File: src/verilog/acs_pkg.sv
package acs_pkg;

  // ==========================================================
  // converter timing; CAL_CYCLES and POST_CAL_CYCLES in converter clock cycles, CONV_DIV and START_GAP in core clock cycles
  localparam int CAL_CYCLES      = 3840;
  localparam int CONV_DIV        = 4;
  localparam int POST_CAL_CYCLES = 2;
  localparam int START_GAP       = 2;

  // ==========================================================
  // widths and calibration store
  localparam int RESULT_W  = 12;
  localparam int CHAN_W    = 5;
  localparam int STC_W     = 8;
  localparam int TRIM_W    = 8;
  localparam int CAL_SLOTS = 13;
  localparam int SLOT_W    = 4;
  localparam logic [TRIM_W-1:0] TRIM_RESET = 8'h80;
  localparam logic [TRIM_W-1:0] TRIM_MAX   = 8'hFF;
  localparam logic [TRIM_W-1:0] TRIM_MIN   = 8'h00;

  // ==========================================================
  // resolution codes
  localparam logic [1:0] RES_8   = 2'h0;
  localparam logic [1:0] RES_10  = 2'h1;
  localparam logic [1:0] RES_12  = 2'h2;
  localparam logic [3:0] BITS_8  = 4'h8;
  localparam logic [3:0] BITS_10 = 4'hA;
  localparam logic [3:0] BITS_12 = 4'hC;

  function automatic logic [3:0] res_bits(input logic [1:0] r);
    case (r)
      RES_8:   res_bits = BITS_8;
      RES_10:  res_bits = BITS_10;
      default: res_bits = BITS_12;
    endcase
  endfunction

  function automatic logic [RESULT_W-1:0] res_mask(input logic [1:0] r);
    res_mask = 12'hFFF << (BITS_12 - res_bits(r));
  endfunction

  // ==========================================================
  // register map, byte offsets
  localparam logic [7:0] REG_CTRL   = 8'h00;
  localparam logic [7:0] REG_CFG    = 8'h04;
  localparam logic [7:0] REG_STC    = 8'h08;
  localparam logic [7:0] REG_STATUS = 8'h0C;
  localparam logic [7:0] REG_RESULT = 8'h10;

  localparam int CTRL_START_BIT = 0;
  localparam int CTRL_CRST_BIT  = 1;
  localparam int CFG_RES_LSB    = 0;
  localparam int CFG_POST_BIT   = 3;
  localparam int CFG_CHAN_LSB   = 8;
  localparam int ST_SAMPLE_BIT  = 0;
  localparam int ST_BUSY_BIT    = 1;
  localparam int ST_READY_BIT   = 2;
  localparam int ST_CAL_BIT     = 3;
  localparam int ST_FRESH_BIT   = 4;
  localparam int RES_FRESH_BIT  = 16;

  localparam logic [1:0]       CFG_RES_RESET  = RES_12;
  localparam logic             CFG_POST_RESET = 1'b1;
  localparam logic [STC_W-1:0] STC_RESET      = 8'h04;

  localparam logic [1:0] RESP_OKAY   = 2'h0;
  localparam logic [1:0] RESP_SLVERR = 2'h2;

  // ==========================================================
  // sequencer states
  typedef enum logic [3:0] {
    ST_IDLE   = 4'b0001,
    ST_SAMPLE = 4'b0010,
    ST_DIST   = 4'b0100,
    ST_POST   = 4'b1000
  } acs_state_t;

endpackage

File: src/verilog/acs_if.sv
interface acs_if;

  // ==========================================================
  // requests from user logic
  logic                         conversion_start;
  logic [acs_pkg::CHAN_W-1:0]   channel_select;
  logic [acs_pkg::STC_W-1:0]    sample_time_field;
  logic                         post_cal_enable;
  logic [1:0]                   resolution_select;
  logic                         converter_reset;

  // ==========================================================
  // status from the converter
  logic                         sampling;
  logic                         busy;
  logic                         result_ready;
  logic [acs_pkg::RESULT_W-1:0] result;
  logic                         calibrating;

  modport dev (
    input  conversion_start, channel_select, sample_time_field,
    input  post_cal_enable, resolution_select, converter_reset,
    output sampling, busy, result_ready, result, calibrating
  );

  modport usr (
    output conversion_start, channel_select, sample_time_field,
    output post_cal_enable, resolution_select, converter_reset,
    input  sampling, busy, result_ready, result, calibrating
  );

endinterface

File: src/verilog/acs_host.sv
module acs_host (
  // clock and reset
  input  wire logic        CORE_CLK_I,
  input  wire logic        RESET_N_I,
  // axi write address
  input  wire logic [7:0]  S_AXI_AWADDR_I,
  input  wire logic        S_AXI_AWVALID_I,
  output logic             S_AXI_AWREADY_O,
  // axi write data
  input  wire logic [31:0] S_AXI_WDATA_I,
  input  wire logic [3:0]  S_AXI_WSTRB_I,
  input  wire logic        S_AXI_WVALID_I,
  output logic             S_AXI_WREADY_O,
  // axi write response
  output logic [1:0]       S_AXI_BRESP_O,
  output logic             S_AXI_BVALID_O,
  input  wire logic        S_AXI_BREADY_I,
  // axi read address
  input  wire logic [7:0]  S_AXI_ARADDR_I,
  input  wire logic        S_AXI_ARVALID_I,
  output logic             S_AXI_ARREADY_O,
  // axi read data
  output logic [31:0]      S_AXI_RDATA_O,
  output logic [1:0]       S_AXI_RRESP_O,
  output logic             S_AXI_RVALID_O,
  input  wire logic        S_AXI_RREADY_I,
  // link to converter
  acs_if.usr               LINK
);

  // ==========================================================
  // declarations
  logic                         aw_full;
  logic [7:0]                   aw_addr;
  logic                         w_full;
  logic [31:0]                  w_data;
  logic [3:0]                   w_strb;
  logic                         do_write;
  logic                         do_read;
  logic                         start;
  logic [1:0]                   gap;
  logic                         conv_reset;
  logic [1:0]                   res_sel;
  logic                         post_en;
  logic [acs_pkg::CHAN_W-1:0]   channel;
  logic [acs_pkg::STC_W-1:0]    sample_time_setting;
  logic                         rdy_q;
  logic                         fresh;
  logic [acs_pkg::RESULT_W-1:0] res_cap;
  logic [31:0]                  next_rdata;

  function automatic logic is_mapped(input logic [7:0] a);
    is_mapped = (a == acs_pkg::REG_CTRL) || (a == acs_pkg::REG_CFG) || (a == acs_pkg::REG_STC) ||
                (a == acs_pkg::REG_STATUS) || (a == acs_pkg::REG_RESULT);
  endfunction

  // ==========================================================
  // axi write channels
  assign S_AXI_AWREADY_O = !aw_full;
  assign S_AXI_WREADY_O  = !w_full;
  assign do_write        = aw_full && w_full && !S_AXI_BVALID_O;

  always_ff @(posedge CORE_CLK_I or negedge RESET_N_I) begin
    if (!RESET_N_I) begin
      aw_full        <= 1'b0;
      aw_addr        <= '0;
      w_full         <= 1'b0;
      w_data         <= '0;
      w_strb         <= '0;
      S_AXI_BVALID_O <= 1'b0;
      S_AXI_BRESP_O  <= acs_pkg::RESP_OKAY;
    end else begin
      if (S_AXI_AWVALID_I && !aw_full) begin
        aw_full <= 1'b1;
        aw_addr <= {S_AXI_AWADDR_I[7:2], 2'b00};
      end
      if (S_AXI_WVALID_I && !w_full) begin
        w_full <= 1'b1;
        w_data <= S_AXI_WDATA_I;
        w_strb <= S_AXI_WSTRB_I;
      end
      if (do_write) begin
        aw_full        <= 1'b0;
        w_full         <= 1'b0;
        S_AXI_BVALID_O <= 1'b1;
        S_AXI_BRESP_O  <= is_mapped(aw_addr) ? acs_pkg::RESP_OKAY : acs_pkg::RESP_SLVERR;
      end else if (S_AXI_BVALID_O && S_AXI_BREADY_I) begin
        S_AXI_BVALID_O <= 1'b0;
      end
    end
  end

  // ==========================================================
  // control registers
  always_ff @(posedge CORE_CLK_I or negedge RESET_N_I) begin
    if (!RESET_N_I) begin
      conv_reset <= 1'b0;
      res_sel    <= acs_pkg::CFG_RES_RESET;
      post_en    <= acs_pkg::CFG_POST_RESET;
      channel    <= '0;
      sample_time_setting        <= acs_pkg::STC_RESET;
    end else if (do_write) begin
      if (aw_addr == acs_pkg::REG_CTRL && w_strb[0]) begin
        conv_reset <= w_data[acs_pkg::CTRL_CRST_BIT];
      end
      if (aw_addr == acs_pkg::REG_CFG && w_strb[0]) begin
        res_sel <= w_data[acs_pkg::CFG_RES_LSB +: 2];
        post_en <= w_data[acs_pkg::CFG_POST_BIT];
      end
      if (aw_addr == acs_pkg::REG_CFG && w_strb[1]) begin
        channel <= w_data[acs_pkg::CFG_CHAN_LSB +: acs_pkg::CHAN_W];
      end
      if (aw_addr == acs_pkg::REG_STC && w_strb[0]) begin
        sample_time_setting <= w_data[acs_pkg::STC_W-1:0];
      end
    end
  end

  // ==========================================================
  // start pulse with spacing guard
  always_ff @(posedge CORE_CLK_I or negedge RESET_N_I) begin
    if (!RESET_N_I) begin
      start <= 1'b0;
      gap   <= '0;
    end else if (do_write && aw_addr == acs_pkg::REG_CTRL && w_strb[0] &&
                 w_data[acs_pkg::CTRL_START_BIT] && gap == 2'h0) begin
      start <= 1'b1;
      gap   <= 2'(acs_pkg::START_GAP - 1);
    end else begin
      start <= 1'b0;
      gap   <= (gap == 2'h0) ? gap : gap - 1'b1;
    end
  end

  // ==========================================================
  // result capture on ready rise
  always_ff @(posedge CORE_CLK_I or negedge RESET_N_I) begin
    if (!RESET_N_I) begin
      rdy_q   <= 1'b0;
      fresh   <= 1'b0;
      res_cap <= '0;
    end else begin
      rdy_q <= LINK.result_ready;
      if (LINK.result_ready && !rdy_q) begin
        res_cap <= LINK.result;
        fresh   <= 1'b1;
      end else if (do_read && {S_AXI_ARADDR_I[7:2], 2'b00} == acs_pkg::REG_RESULT) begin
        fresh <= 1'b0;
      end
    end
  end

  // ==========================================================
  // axi read channels
  assign S_AXI_ARREADY_O = !S_AXI_RVALID_O;
  assign do_read         = S_AXI_ARVALID_I && !S_AXI_RVALID_O;

  always_comb begin
    next_rdata = '0;
    case ({S_AXI_ARADDR_I[7:2], 2'b00})
      acs_pkg::REG_CTRL: begin
        next_rdata[acs_pkg::CTRL_CRST_BIT] = conv_reset;
      end
      acs_pkg::REG_CFG: begin
        next_rdata[acs_pkg::CFG_RES_LSB +: 2]              = res_sel;
        next_rdata[acs_pkg::CFG_POST_BIT]                  = post_en;
        next_rdata[acs_pkg::CFG_CHAN_LSB +: acs_pkg::CHAN_W] = channel;
      end
      acs_pkg::REG_STC: begin
        next_rdata[acs_pkg::STC_W-1:0] = sample_time_setting;
      end
      acs_pkg::REG_STATUS: begin
        next_rdata[acs_pkg::ST_SAMPLE_BIT] = LINK.sampling;
        next_rdata[acs_pkg::ST_BUSY_BIT]   = LINK.busy;
        next_rdata[acs_pkg::ST_READY_BIT]  = LINK.result_ready;
        next_rdata[acs_pkg::ST_CAL_BIT]    = LINK.calibrating;
        next_rdata[acs_pkg::ST_FRESH_BIT]  = fresh;
      end
      acs_pkg::REG_RESULT: begin
        next_rdata[acs_pkg::RESULT_W-1:0] = res_cap;
        next_rdata[acs_pkg::RES_FRESH_BIT] = fresh;
      end
      default: begin
        next_rdata = '0;
      end
    endcase
  end

  always_ff @(posedge CORE_CLK_I or negedge RESET_N_I) begin
    if (!RESET_N_I) begin
      S_AXI_RVALID_O <= 1'b0;
      S_AXI_RDATA_O  <= '0;
      S_AXI_RRESP_O  <= acs_pkg::RESP_OKAY;
    end else if (do_read) begin
      S_AXI_RVALID_O <= 1'b1;
      S_AXI_RDATA_O  <= next_rdata;
      S_AXI_RRESP_O  <= is_mapped({S_AXI_ARADDR_I[7:2], 2'b00}) ? acs_pkg::RESP_OKAY
                                                               : acs_pkg::RESP_SLVERR;
    end else if (S_AXI_RREADY_I) begin
      S_AXI_RVALID_O <= 1'b0;
    end
  end

  // ==========================================================
  // link outputs
  assign LINK.conversion_start  = start;
  assign LINK.channel_select    = channel;
  assign LINK.sample_time_field = sample_time_setting;
  assign LINK.post_cal_enable   = post_en;
  assign LINK.resolution_select = res_sel;
  assign LINK.converter_reset   = conv_reset;

endmodule

File: src/flat_wrapper.sv
// flat-port wrapper written by rule: the top's interface ports become plain ports
module acs_host_flat 
  (CORE_CLK_I, RESET_N_I, S_AXI_AWADDR_I, S_AXI_AWVALID_I, S_AXI_AWREADY_O, S_AXI_WDATA_I, S_AXI_WSTRB_I, S_AXI_WVALID_I, S_AXI_WREADY_O, S_AXI_BRESP_O, S_AXI_BVALID_O, S_AXI_BREADY_I, S_AXI_ARADDR_I, S_AXI_ARVALID_I, S_AXI_ARREADY_O, S_AXI_RDATA_O, S_AXI_RRESP_O, S_AXI_RVALID_O, S_AXI_RREADY_I, LINK_conversion_start, LINK_channel_select, LINK_sample_time_field, LINK_post_cal_enable, LINK_resolution_select, LINK_converter_reset, LINK_sampling, LINK_busy, LINK_result_ready, LINK_result, LINK_calibrating);
  acs_if LINK_i ();
  input  wire logic CORE_CLK_I;
  input  wire logic RESET_N_I;
  input  wire logic [7:0] S_AXI_AWADDR_I;
  input  wire logic S_AXI_AWVALID_I;
  output logic S_AXI_AWREADY_O;
  input  wire logic [31:0] S_AXI_WDATA_I;
  input  wire logic [3:0] S_AXI_WSTRB_I;
  input  wire logic S_AXI_WVALID_I;
  output logic S_AXI_WREADY_O;
  output logic [1:0] S_AXI_BRESP_O;
  output logic S_AXI_BVALID_O;
  input  wire logic S_AXI_BREADY_I;
  input  wire logic [7:0] S_AXI_ARADDR_I;
  input  wire logic S_AXI_ARVALID_I;
  output logic S_AXI_ARREADY_O;
  output logic [31:0] S_AXI_RDATA_O;
  output logic [1:0] S_AXI_RRESP_O;
  output logic S_AXI_RVALID_O;
  input  wire logic S_AXI_RREADY_I;
  output wire logic [$bits(LINK_i.conversion_start)-1:0] LINK_conversion_start;
  output wire logic [$bits(LINK_i.channel_select)-1:0] LINK_channel_select;
  output wire logic [$bits(LINK_i.sample_time_field)-1:0] LINK_sample_time_field;
  output wire logic [$bits(LINK_i.post_cal_enable)-1:0] LINK_post_cal_enable;
  output wire logic [$bits(LINK_i.resolution_select)-1:0] LINK_resolution_select;
  output wire logic [$bits(LINK_i.converter_reset)-1:0] LINK_converter_reset;
  input wire logic [$bits(LINK_i.sampling)-1:0] LINK_sampling;
  input wire logic [$bits(LINK_i.busy)-1:0] LINK_busy;
  input wire logic [$bits(LINK_i.result_ready)-1:0] LINK_result_ready;
  input wire logic [$bits(LINK_i.result)-1:0] LINK_result;
  input wire logic [$bits(LINK_i.calibrating)-1:0] LINK_calibrating;
  assign LINK_conversion_start = LINK_i.conversion_start;
  assign LINK_channel_select = LINK_i.channel_select;
  assign LINK_sample_time_field = LINK_i.sample_time_field;
  assign LINK_post_cal_enable = LINK_i.post_cal_enable;
  assign LINK_resolution_select = LINK_i.resolution_select;
  assign LINK_converter_reset = LINK_i.converter_reset;
  assign LINK_i.sampling = LINK_sampling;
  assign LINK_i.busy = LINK_busy;
  assign LINK_i.result_ready = LINK_result_ready;
  assign LINK_i.result = LINK_result;
  assign LINK_i.calibrating = LINK_calibrating;
  acs_host u_core (.CORE_CLK_I(CORE_CLK_I), .RESET_N_I(RESET_N_I), .S_AXI_AWADDR_I(S_AXI_AWADDR_I), .S_AXI_AWVALID_I(S_AXI_AWVALID_I), .S_AXI_AWREADY_O(S_AXI_AWREADY_O), .S_AXI_WDATA_I(S_AXI_WDATA_I), .S_AXI_WSTRB_I(S_AXI_WSTRB_I), .S_AXI_WVALID_I(S_AXI_WVALID_I), .S_AXI_WREADY_O(S_AXI_WREADY_O), .S_AXI_BRESP_O(S_AXI_BRESP_O), .S_AXI_BVALID_O(S_AXI_BVALID_O), .S_AXI_BREADY_I(S_AXI_BREADY_I), .S_AXI_ARADDR_I(S_AXI_ARADDR_I), .S_AXI_ARVALID_I(S_AXI_ARVALID_I), .S_AXI_ARREADY_O(S_AXI_ARREADY_O), .S_AXI_RDATA_O(S_AXI_RDATA_O), .S_AXI_RRESP_O(S_AXI_RRESP_O), .S_AXI_RVALID_O(S_AXI_RVALID_O), .S_AXI_RREADY_I(S_AXI_RREADY_I), .LINK(LINK_i));
endmodule
File: config.mk
export PLATFORM = sky130hd
export DESIGN_NAME = acs_host_flat
export DESIGN_NICKNAME = d
export VERILOG_FILES = /design/src/verilog/acs_pkg.sv /design/src/verilog/acs_if.sv /design/src/verilog/acs_host.sv /design/src/flat_wrapper.sv
export SDC_FILE = /design/constraint.sdc
export NUM_CORES = 1
export LEC_CHECK = 0
export ABC_AREA = 0
export BUFFER_PORTS_ARGS = -buffer_cell sky130_fd_sc_hd__clkbuf_2
export CORE_AREA = 2 2 83 85
export CTS_BUF_LIST = sky130_fd_sc_hd__clkbuf_8
export DETAILED_ROUTE_END_ITERATION = 12
export DIE_AREA = 0 0 85 87
export PLACE_DENSITY = 0.91
export SKIP_CTS_REPAIR_TIMING = 1
export SLEW_MARGIN = 20
export SYNTH_ARGS = -nofsm -noshare
export SYNTH_HDL_FRONTEND = slang
export SYNTH_SLANG_ARGS = --single-unit
File: constraint.sdc
create_clock -name CORE_CLK_I -period 2.5 [get_ports CORE_CLK_I]
set_clock_uncertainty 0.15 [all_clocks]
set_input_delay 0 -clock CORE_CLK_I [delete_from_list [all_inputs] [get_ports CORE_CLK_I]]
set_output_delay 0 -clock CORE_CLK_I [all_outputs]
set_load 0.05 [all_outputs]
==> results of run 1 <==
-- state kept, by name, indices dropped and copies added, names as in the netlist --
name / flops
u_core.S_AXI_RRESP_O: 1
u_core.S_AXI_BVALID_O: 1
u_core.LINK.channel_select: 5
u_core.rdy_q: 1
u_core.LINK.resolution_select: 2
u_core.gap: 2
u_core.S_AXI_RVALID_O: 1
u_core.aw_full: 1
u_core.w_data: 13
u_core.w_strb: 2
u_core.res_cap: 12
u_core.fresh: 1
u_core.LINK.conversion_start: 1
u_core.S_AXI_BRESP_O: 1
u_core.LINK.converter_reset: 1
u_core.S_AXI_RDATA_O: 14
u_core.LINK.post_cal_enable: 1
u_core.w_full: 1
u_core.aw_addr: 6
u_core.LINK.sample_time_field: 8
-- worst max path at each step --
stage | cells past startpoint | to
after floorplan | 5 | u_core.LINK.channel_select[0]$_DFFE_PN0P_
after global placement | 3 | u_core.LINK.sample_time_field[3]$_DFFE_PN0P_
after global routing | 4 | u_core.S_AXI_RDATA_O[3]$_DFFE_PN0P_
after CTS | 3 | u_core.LINK.sample_time_field[4]$_DFFE_PN0P_
final | 4 | u_core.S_AXI_RDATA_O[3]$_DFFE_PN0P_
after detailed placement | 3 | u_core.LINK.sample_time_field[4]$_DFFE_PN0P_
-- cell usage after synthesis (3+ instances only) --
cell / number
a221o_1: 7
a22oi_1: 3
and2_1: 3
and2_2: 4
and3b_1: 3
buf_2: 5
buf_4: 21
clkbuf_1: 5
dfrtp_1: 72
dfstp_2: 3
inv_1: 8
mux2_1: 29
mux2_2: 24
mux2i_1: 3
nand2_1: 10
nand3_1: 3
nand4_1: 6
nor2_1: 8
nor2b_1: 7
-- power groups by stage --
stage          clock (uW)  sequential, uW  combinational (uW)
2_1_floorplan           0            2390                 720
3_3_place_gp            0            1930                1500
3_5_place_dp            0            1960                1560
4_1_cts               831            1940                1560
5_1_grt               900            2000                1710
6_report              818            1940                1610
-- layout make-up --
type | instances | area, sq um
sequential | 75 | 1880
inverter | 8 | 30.0
clock buffer | 11 | 151
clock inverter | 5 | 21.3
multi-input combinational | 167 | 1350
tap | 80 | 100
fill | 490 | 2120
timing repair buffer | 136 | 913
-- critical path, cell delays in order (launching register included) --
cell	delay, ns
dfrtp_1	0.42
nor2b_1	0.51
nand4_1	0.16
dlygate4sd3_1	0.62
a22oi_1	0.19
-- stage by stage --
| step | setup WS [ns] | cell area [sq um] |
|---|---|---|
| 2_1_floorplan | 0.601 | 3470 |
| 3_3_place_gp | 0.654 | 3830 |
| 3_5_place_dp | 0.598 | 3830 |
| 4_1_cts | 0.577 | 4000 |
| 5_1_grt | 0.209 | 4440 |
| 6_report | 0.366 | 4440 |
-- kinds of logic (layout without fill, tap and decap cells) --
group           count (synthesis)  in the layout  share of synthesized area, %
mux                            56             56                          18.4
fa+ha+maj                       1              1                         0.368
simple gates                   60             60                          11.7
other cells                     1             20                         0.110
buf+inv                        40            160                          7.14
compound gates                 29             29                          6.66
flops                          75             75                          55.3
xor+xnor                        1              1                         0.258
-- per-layer routing --
metal	routed length, um	track usage [%]
met2	4170	31.9
met4	93	7.36
met5	0	0
met3	446	6.07
met1	3150	24.8
==> metrics.txt, run 1 <==
outcome complete, but fails checks; failing checks hold timing; All-Layer GR Usage 19.6%; Yosys top cell by area dfrtp_1; mapped cell area 3400 sq um; worst hold slack -0.0240 ns; pwr/cell area 983 nW/um^2; routed via count 2,514; number of global-route vias before repair 2,249; Hold Path Cell Cnt 4; H-tree Lvls 3; reg2reg setup slack 0.37 ns; final period utilization 85.4%; crit end category flop; ys async rst share 100%; die height 87 um; Layout Utilization 67.7%; P&R area growth vs syn 30.7%; Setup CP Type reg2reg; Reg power frac 44.5%; layout cell share with drive strength beyond 1 35.3%; dpl cells 422; CP Launch Point u_core.S_AXI_RVALID_O$_DFFE_PN0P_; synth warn 0; Clk pwr share 18.7%; DRC 0; grt total ovfl 0; std cell rows 30; Crit Path Max Fanout 9; sw frac 41.4%; Post-Layout Cell Count 482; fmax 469 MHz; gpl congestion 0.768; RSZ-0062 raised after global routing false; drt via density 5.22; total of max-cap violations 0; first-pass GRT wire length 11.1 mm; commonest non-fill, non-tap cell in the layout clkbuf_2; HP Class in2reg; CTS max path bufs 2; Post-Route Setup TNS 0 ns; Setup crit start kind flop; max-slew violation count 0; number of enable flip-flop cells after synthesis 0; Worst-path clk slew 0.07 ns; Worst slew margin 38.1%; Worst R2R Start u_core.S_AXI_RVALID_O$_DFFE_PN0P_; Num CTS Buffers 9; most frequent cells in the layout clkbuf_2, dfrtp_1, dlygate4sd3_1, mux2_1, mux2_2; Data arrival, critical path 2.24 ns; part of the Yosys area used for sequential elements 55.3%; Overall Power 4370 uW; Gate power share 36.8%; Root Buffer clkbuf_8; RR Endpoint u_core.S_AXI_RDATA_O[3]$_DFFE_PN0P_; crit path time final 2.13 ns; Net Switching 1810 uW; synthesized flop and latch total 75; IR drop worst, VDD 0.634 mV; Worst-Margin Slew 0.928 ns; hold wc startpoint LINK_calibrating; synthesized area per cell 12.9 sq um; dominant cells by area after synthesis dfrtp_1, mux2_1, mux2_2; num ports 134; final hold vios 1; nets@finish 473; CTS tree done; Core Region 6570 sq um; Die W 85 um; Pleak 0.00222 uW; Hold Path End u_core.S_AXI_RDATA_O[3]$_DFFE_PN0P_; die footprint 7400 sq um; R2R cell count 4; post-synthesis cell type count 47; ant diodes 0; Detail Placement HPWL 5.08 mm; Syn Inst Count 263; Final setup viols 0; prevailing post-synth register cell dfrtp_1; initial core utilization 51.8%; clk sink count 75; DRT iter0 DRCs 94; Routed WL per cell 16.3 um; largest net degree at the start of global routing 76; antenna-violating nets left 0; antenna violations before repair 0; internal power contribution 2560 uW; Synth top area share 53.0%; clk_lat worst skew 0.33 ns; port bufs 88; CP required 2.61 ns; Post-Route WL 7.85 mm; 1st-pass router iterations 4
No activity file was read; power rests on OpenSTA's default activity.
==> run 2, diff against run 1 <==
--- a/config.mk
+++ b/config.mk
@@ -6,7 +6,7 @@
 export NUM_CORES = 1
 export LEC_CHECK = 0
 export ABC_AREA = 0
-export BUFFER_PORTS_ARGS = -buffer_cell sky130_fd_sc_hd__clkbuf_2
+export BUFFER_PORTS_ARGS = -buffer_cell sky130_fd_sc_hd__buf_2
 export CORE_AREA = 2 2 83 85
 export CTS_BUF_LIST = sky130_fd_sc_hd__clkbuf_8
 export DETAILED_ROUTE_END_ITERATION = 12
==> constraint.sdc (replaced) <==
create_clock -name CORE_CLK_I -period 2.54 [get_ports CORE_CLK_I]
set_clock_uncertainty 0.15 [all_clocks]
set_input_delay 0 -clock CORE_CLK_I [delete_from_list [all_inputs] [get_ports CORE_CLK_I]]
set_output_delay 0 -clock CORE_CLK_I [all_outputs]
set_load 0.05 [all_outputs]
==> run 2 against run 1 <==
Net effect:
- the flow still finishes with violations (hold timing)
- count of clock-buffer cells in the layout is the same
- setup slack lost 0.092 ns
- die area is the same
- core utilization grew 1.6 points
- critical endpoint is now u_core.S_AXI_RDATA_O[0]$_DFFE_PN0P_
- largest power group unchanged
- combinational power is essentially flat
- worst hold slack gained 0.013 ns
- final cell count is the same
- global-route usage grew 0.43 points
- cell area grew 2.3%
==> metrics.txt, run 2 (synthesis gave the netlist of run 1 again) <==
num ports 134 (unchanged); CTS tree done; Post-Route Setup TNS 0 ns (unchanged); met3 wire len 452 um (+1.3%); drt via density 5.29 (+1.4%); fmax 441 MHz; Top reg by flops u_core.S_AXI_RDATA_O; Post-Layout Cell Count 482 (unchanged); Data arrival, critical path 2.39 ns (+0.15 ns); Worst slew margin 38.3% (+0.20 points); pwr/cell area 1040 nW/um^2 (+6.1%); CTS max path bufs 2 (unchanged); std cell rows 30 (unchanged); Worst-path clk slew 0.08 ns (about the same); Pleak 0.00228 uW (+2.8%); Setup CP Type in2reg; Detail Placement HPWL 5.11 mm (+0.44%); Top Registers u_core.S_AXI_RDATA_O x14, u_core.w_data x13, u_core.res_cap x12; max-slew violation count 0 (unchanged); final hold vios 2 (+1); HP Class in2reg; final period utilization 89.2%; Setup crit start kind primary input; antenna-violating nets left 0 (unchanged); Max stage delay on crit path 0.59 ns (-0.03 ns); Routed WL per cell 16.9 um (+3.6%); total of max-cap violations 0 (unchanged); antenna violations before repair 0 (unchanged); Final setup viols 0 (unchanged); Fill cells 464 (-5.3%); Top Metal Used met4; Num CTS Buffers 9 (unchanged); met2 wire length 4.22 mm (+1.4%); Root Buffer clkbuf_8; CP Launch Point S_AXI_ARADDR_I[7]; port bufs 88 (unchanged); die height 87 um (unchanged); failing checks hold timing; RSZ-0062 raised after global routing false; IR drop worst, VDD 0.786 mV (+24%); Most common cell on crit path dlygate4sd3_1; clk_lat worst skew 0.34 ns (about the same); crit end category flop; DRT iter0 DRCs 141 (+50%); CP top delay family buffers and inverters; CP Cell Sequence dlygate4sd3_1, buf_2, nor3_1, dlygate4sd3_1, nand4_1, a22oi_1, dlygate4sd3_1; hold wc startpoint LINK_calibrating; ant diodes 0 (unchanged); Die W 85 um (unchanged); H-tree Lvls 3 (unchanged); most frequent cells in the layout buf_2, dfrtp_1, dlygate4sd3_1, mux2_1, mux2_2; grt total ovfl 0 (unchanged); largest net degree at the start of global routing 76 (unchanged); nets@finish 473 (unchanged); Crit Path Max Fanout 4 (-5); met1 WL 3.26 mm (+3.5%); initial core utilization 51.8% (unchanged); routed via count 2,549 (+1.4%); worst hold slack -0.0114 ns (+0.0126 ns); layout cell share with drive strength beyond 1 35.8% (+0.50 points); DRC 0 (unchanged); Worst-Margin Slew 0.925 ns (-0.00305 ns); 1st-pass router iterations 4 (unchanged); clk sink count 75 (unchanged); outcome complete, but fails checks; CP Buf/Inv Count 4 (+3); Post-Route WL 8.14 mm (+3.6%); Worst R2R Start u_core.S_AXI_RVALID_O$_DFFE_PN0P_; die footprint 7400 sq um (unchanged); number of global-route vias before repair 2,303 (+2.4%); All-Layer GR Usage 20.0% (+0.43 points); dpl cells 422 (unchanged); CP required 2.66 ns (+0.05 ns); slowest CP cell dlygate4sd3_1; crit path time final 2.27 ns; commonest non-fill, non-tap cell in the layout buf_2; Core Region 6570 sq um (unchanged); Largest register FFs 14 (unchanged); first-pass GRT wire length 11.4 mm (+2.6%); P&R area growth vs syn 33.8%; gpl congestion 0.771 (+0.40%)
## run 2: cell count changes in the layout (fill, tap and decap cells not counted), sizes merged
cell    previous run  this run
inv               11         9
buf                5        92
clkbuf            98        11
bufinv             0         4
clkinv             2         0
## run 2: per-layer routing
layer,vias up,GRT usage (%)
met2,101,33.4
met3,20,4.74
met5,-,0
li1,1168,-
met1,1260,25.1
met4,0,8.51
## run 2: worst paths after layout
kind                                                                      to  slack, ns  depth (start not counted)
worst max-delay path                     u_core.S_AXI_RDATA_O[0]$_DFFE_PN0P_       0.27                          7
worst min-delay path                     u_core.S_AXI_RDATA_O[3]$_DFFE_PN0P_      -0.01                          4
worst max register to register           u_core.S_AXI_RDATA_O[0]$_DFFE_PN0P_       0.38                          4
worst min register to register  u_core.LINK.sample_time_field[2]$_DFFE_PN1P_       0.34                          1
max in group asynchronous                u_core.S_AXI_RDATA_O[5]$_DFFE_PN0P_       1.45                          2
min in group asynchronous                      u_core.w_data[10]$_DFFE_PN0P_       0.20                          2
## run 2: area by class of cell
cell class              count  area, sq um  share of cell area [%]
flip-flops and latches     75         1880                    41.4
multi-input cells         167         1350                    29.6
repair buffers            136          913                    20.1
clock buffers              11          151                    3.33
clock inverters             5          124                    2.72
well taps                  80          100                    2.20
inverters                   8         30.0                   0.660
## run 2: through the flow
step	area [sq um]	power, uW	utilization (%)	hold WS [ns]	setup WS, ns
floorplan	3470	3060	-	-0.446	0.641
global placement	3830	3370	58.3	-0.0196	0.698
detailed placement	3830	3460	58.3	-0.00808	0.607
CTS	4110	4700	62.5	-0.370	0.579
global route	4550	4960	69.2	0.0200	0.221
finish	4550	4740	69.2	-0.0114	0.274
## run 2: power by group
part | switching [uW] | internal [uW] | leakage [uW]
sequential | 316 | 1590 | 0.000932
combinational | 1060 | 539 | 0.00121
clock | 434 | 803 | 0.000141
## run 2: tightest hold or removal path, delay by kind of cell
family	cells	cell delay [ns]
AO/OA/AOI/OAI	2	0.21
multiplexers	1	0.13
buffers and inverters	1	0.09
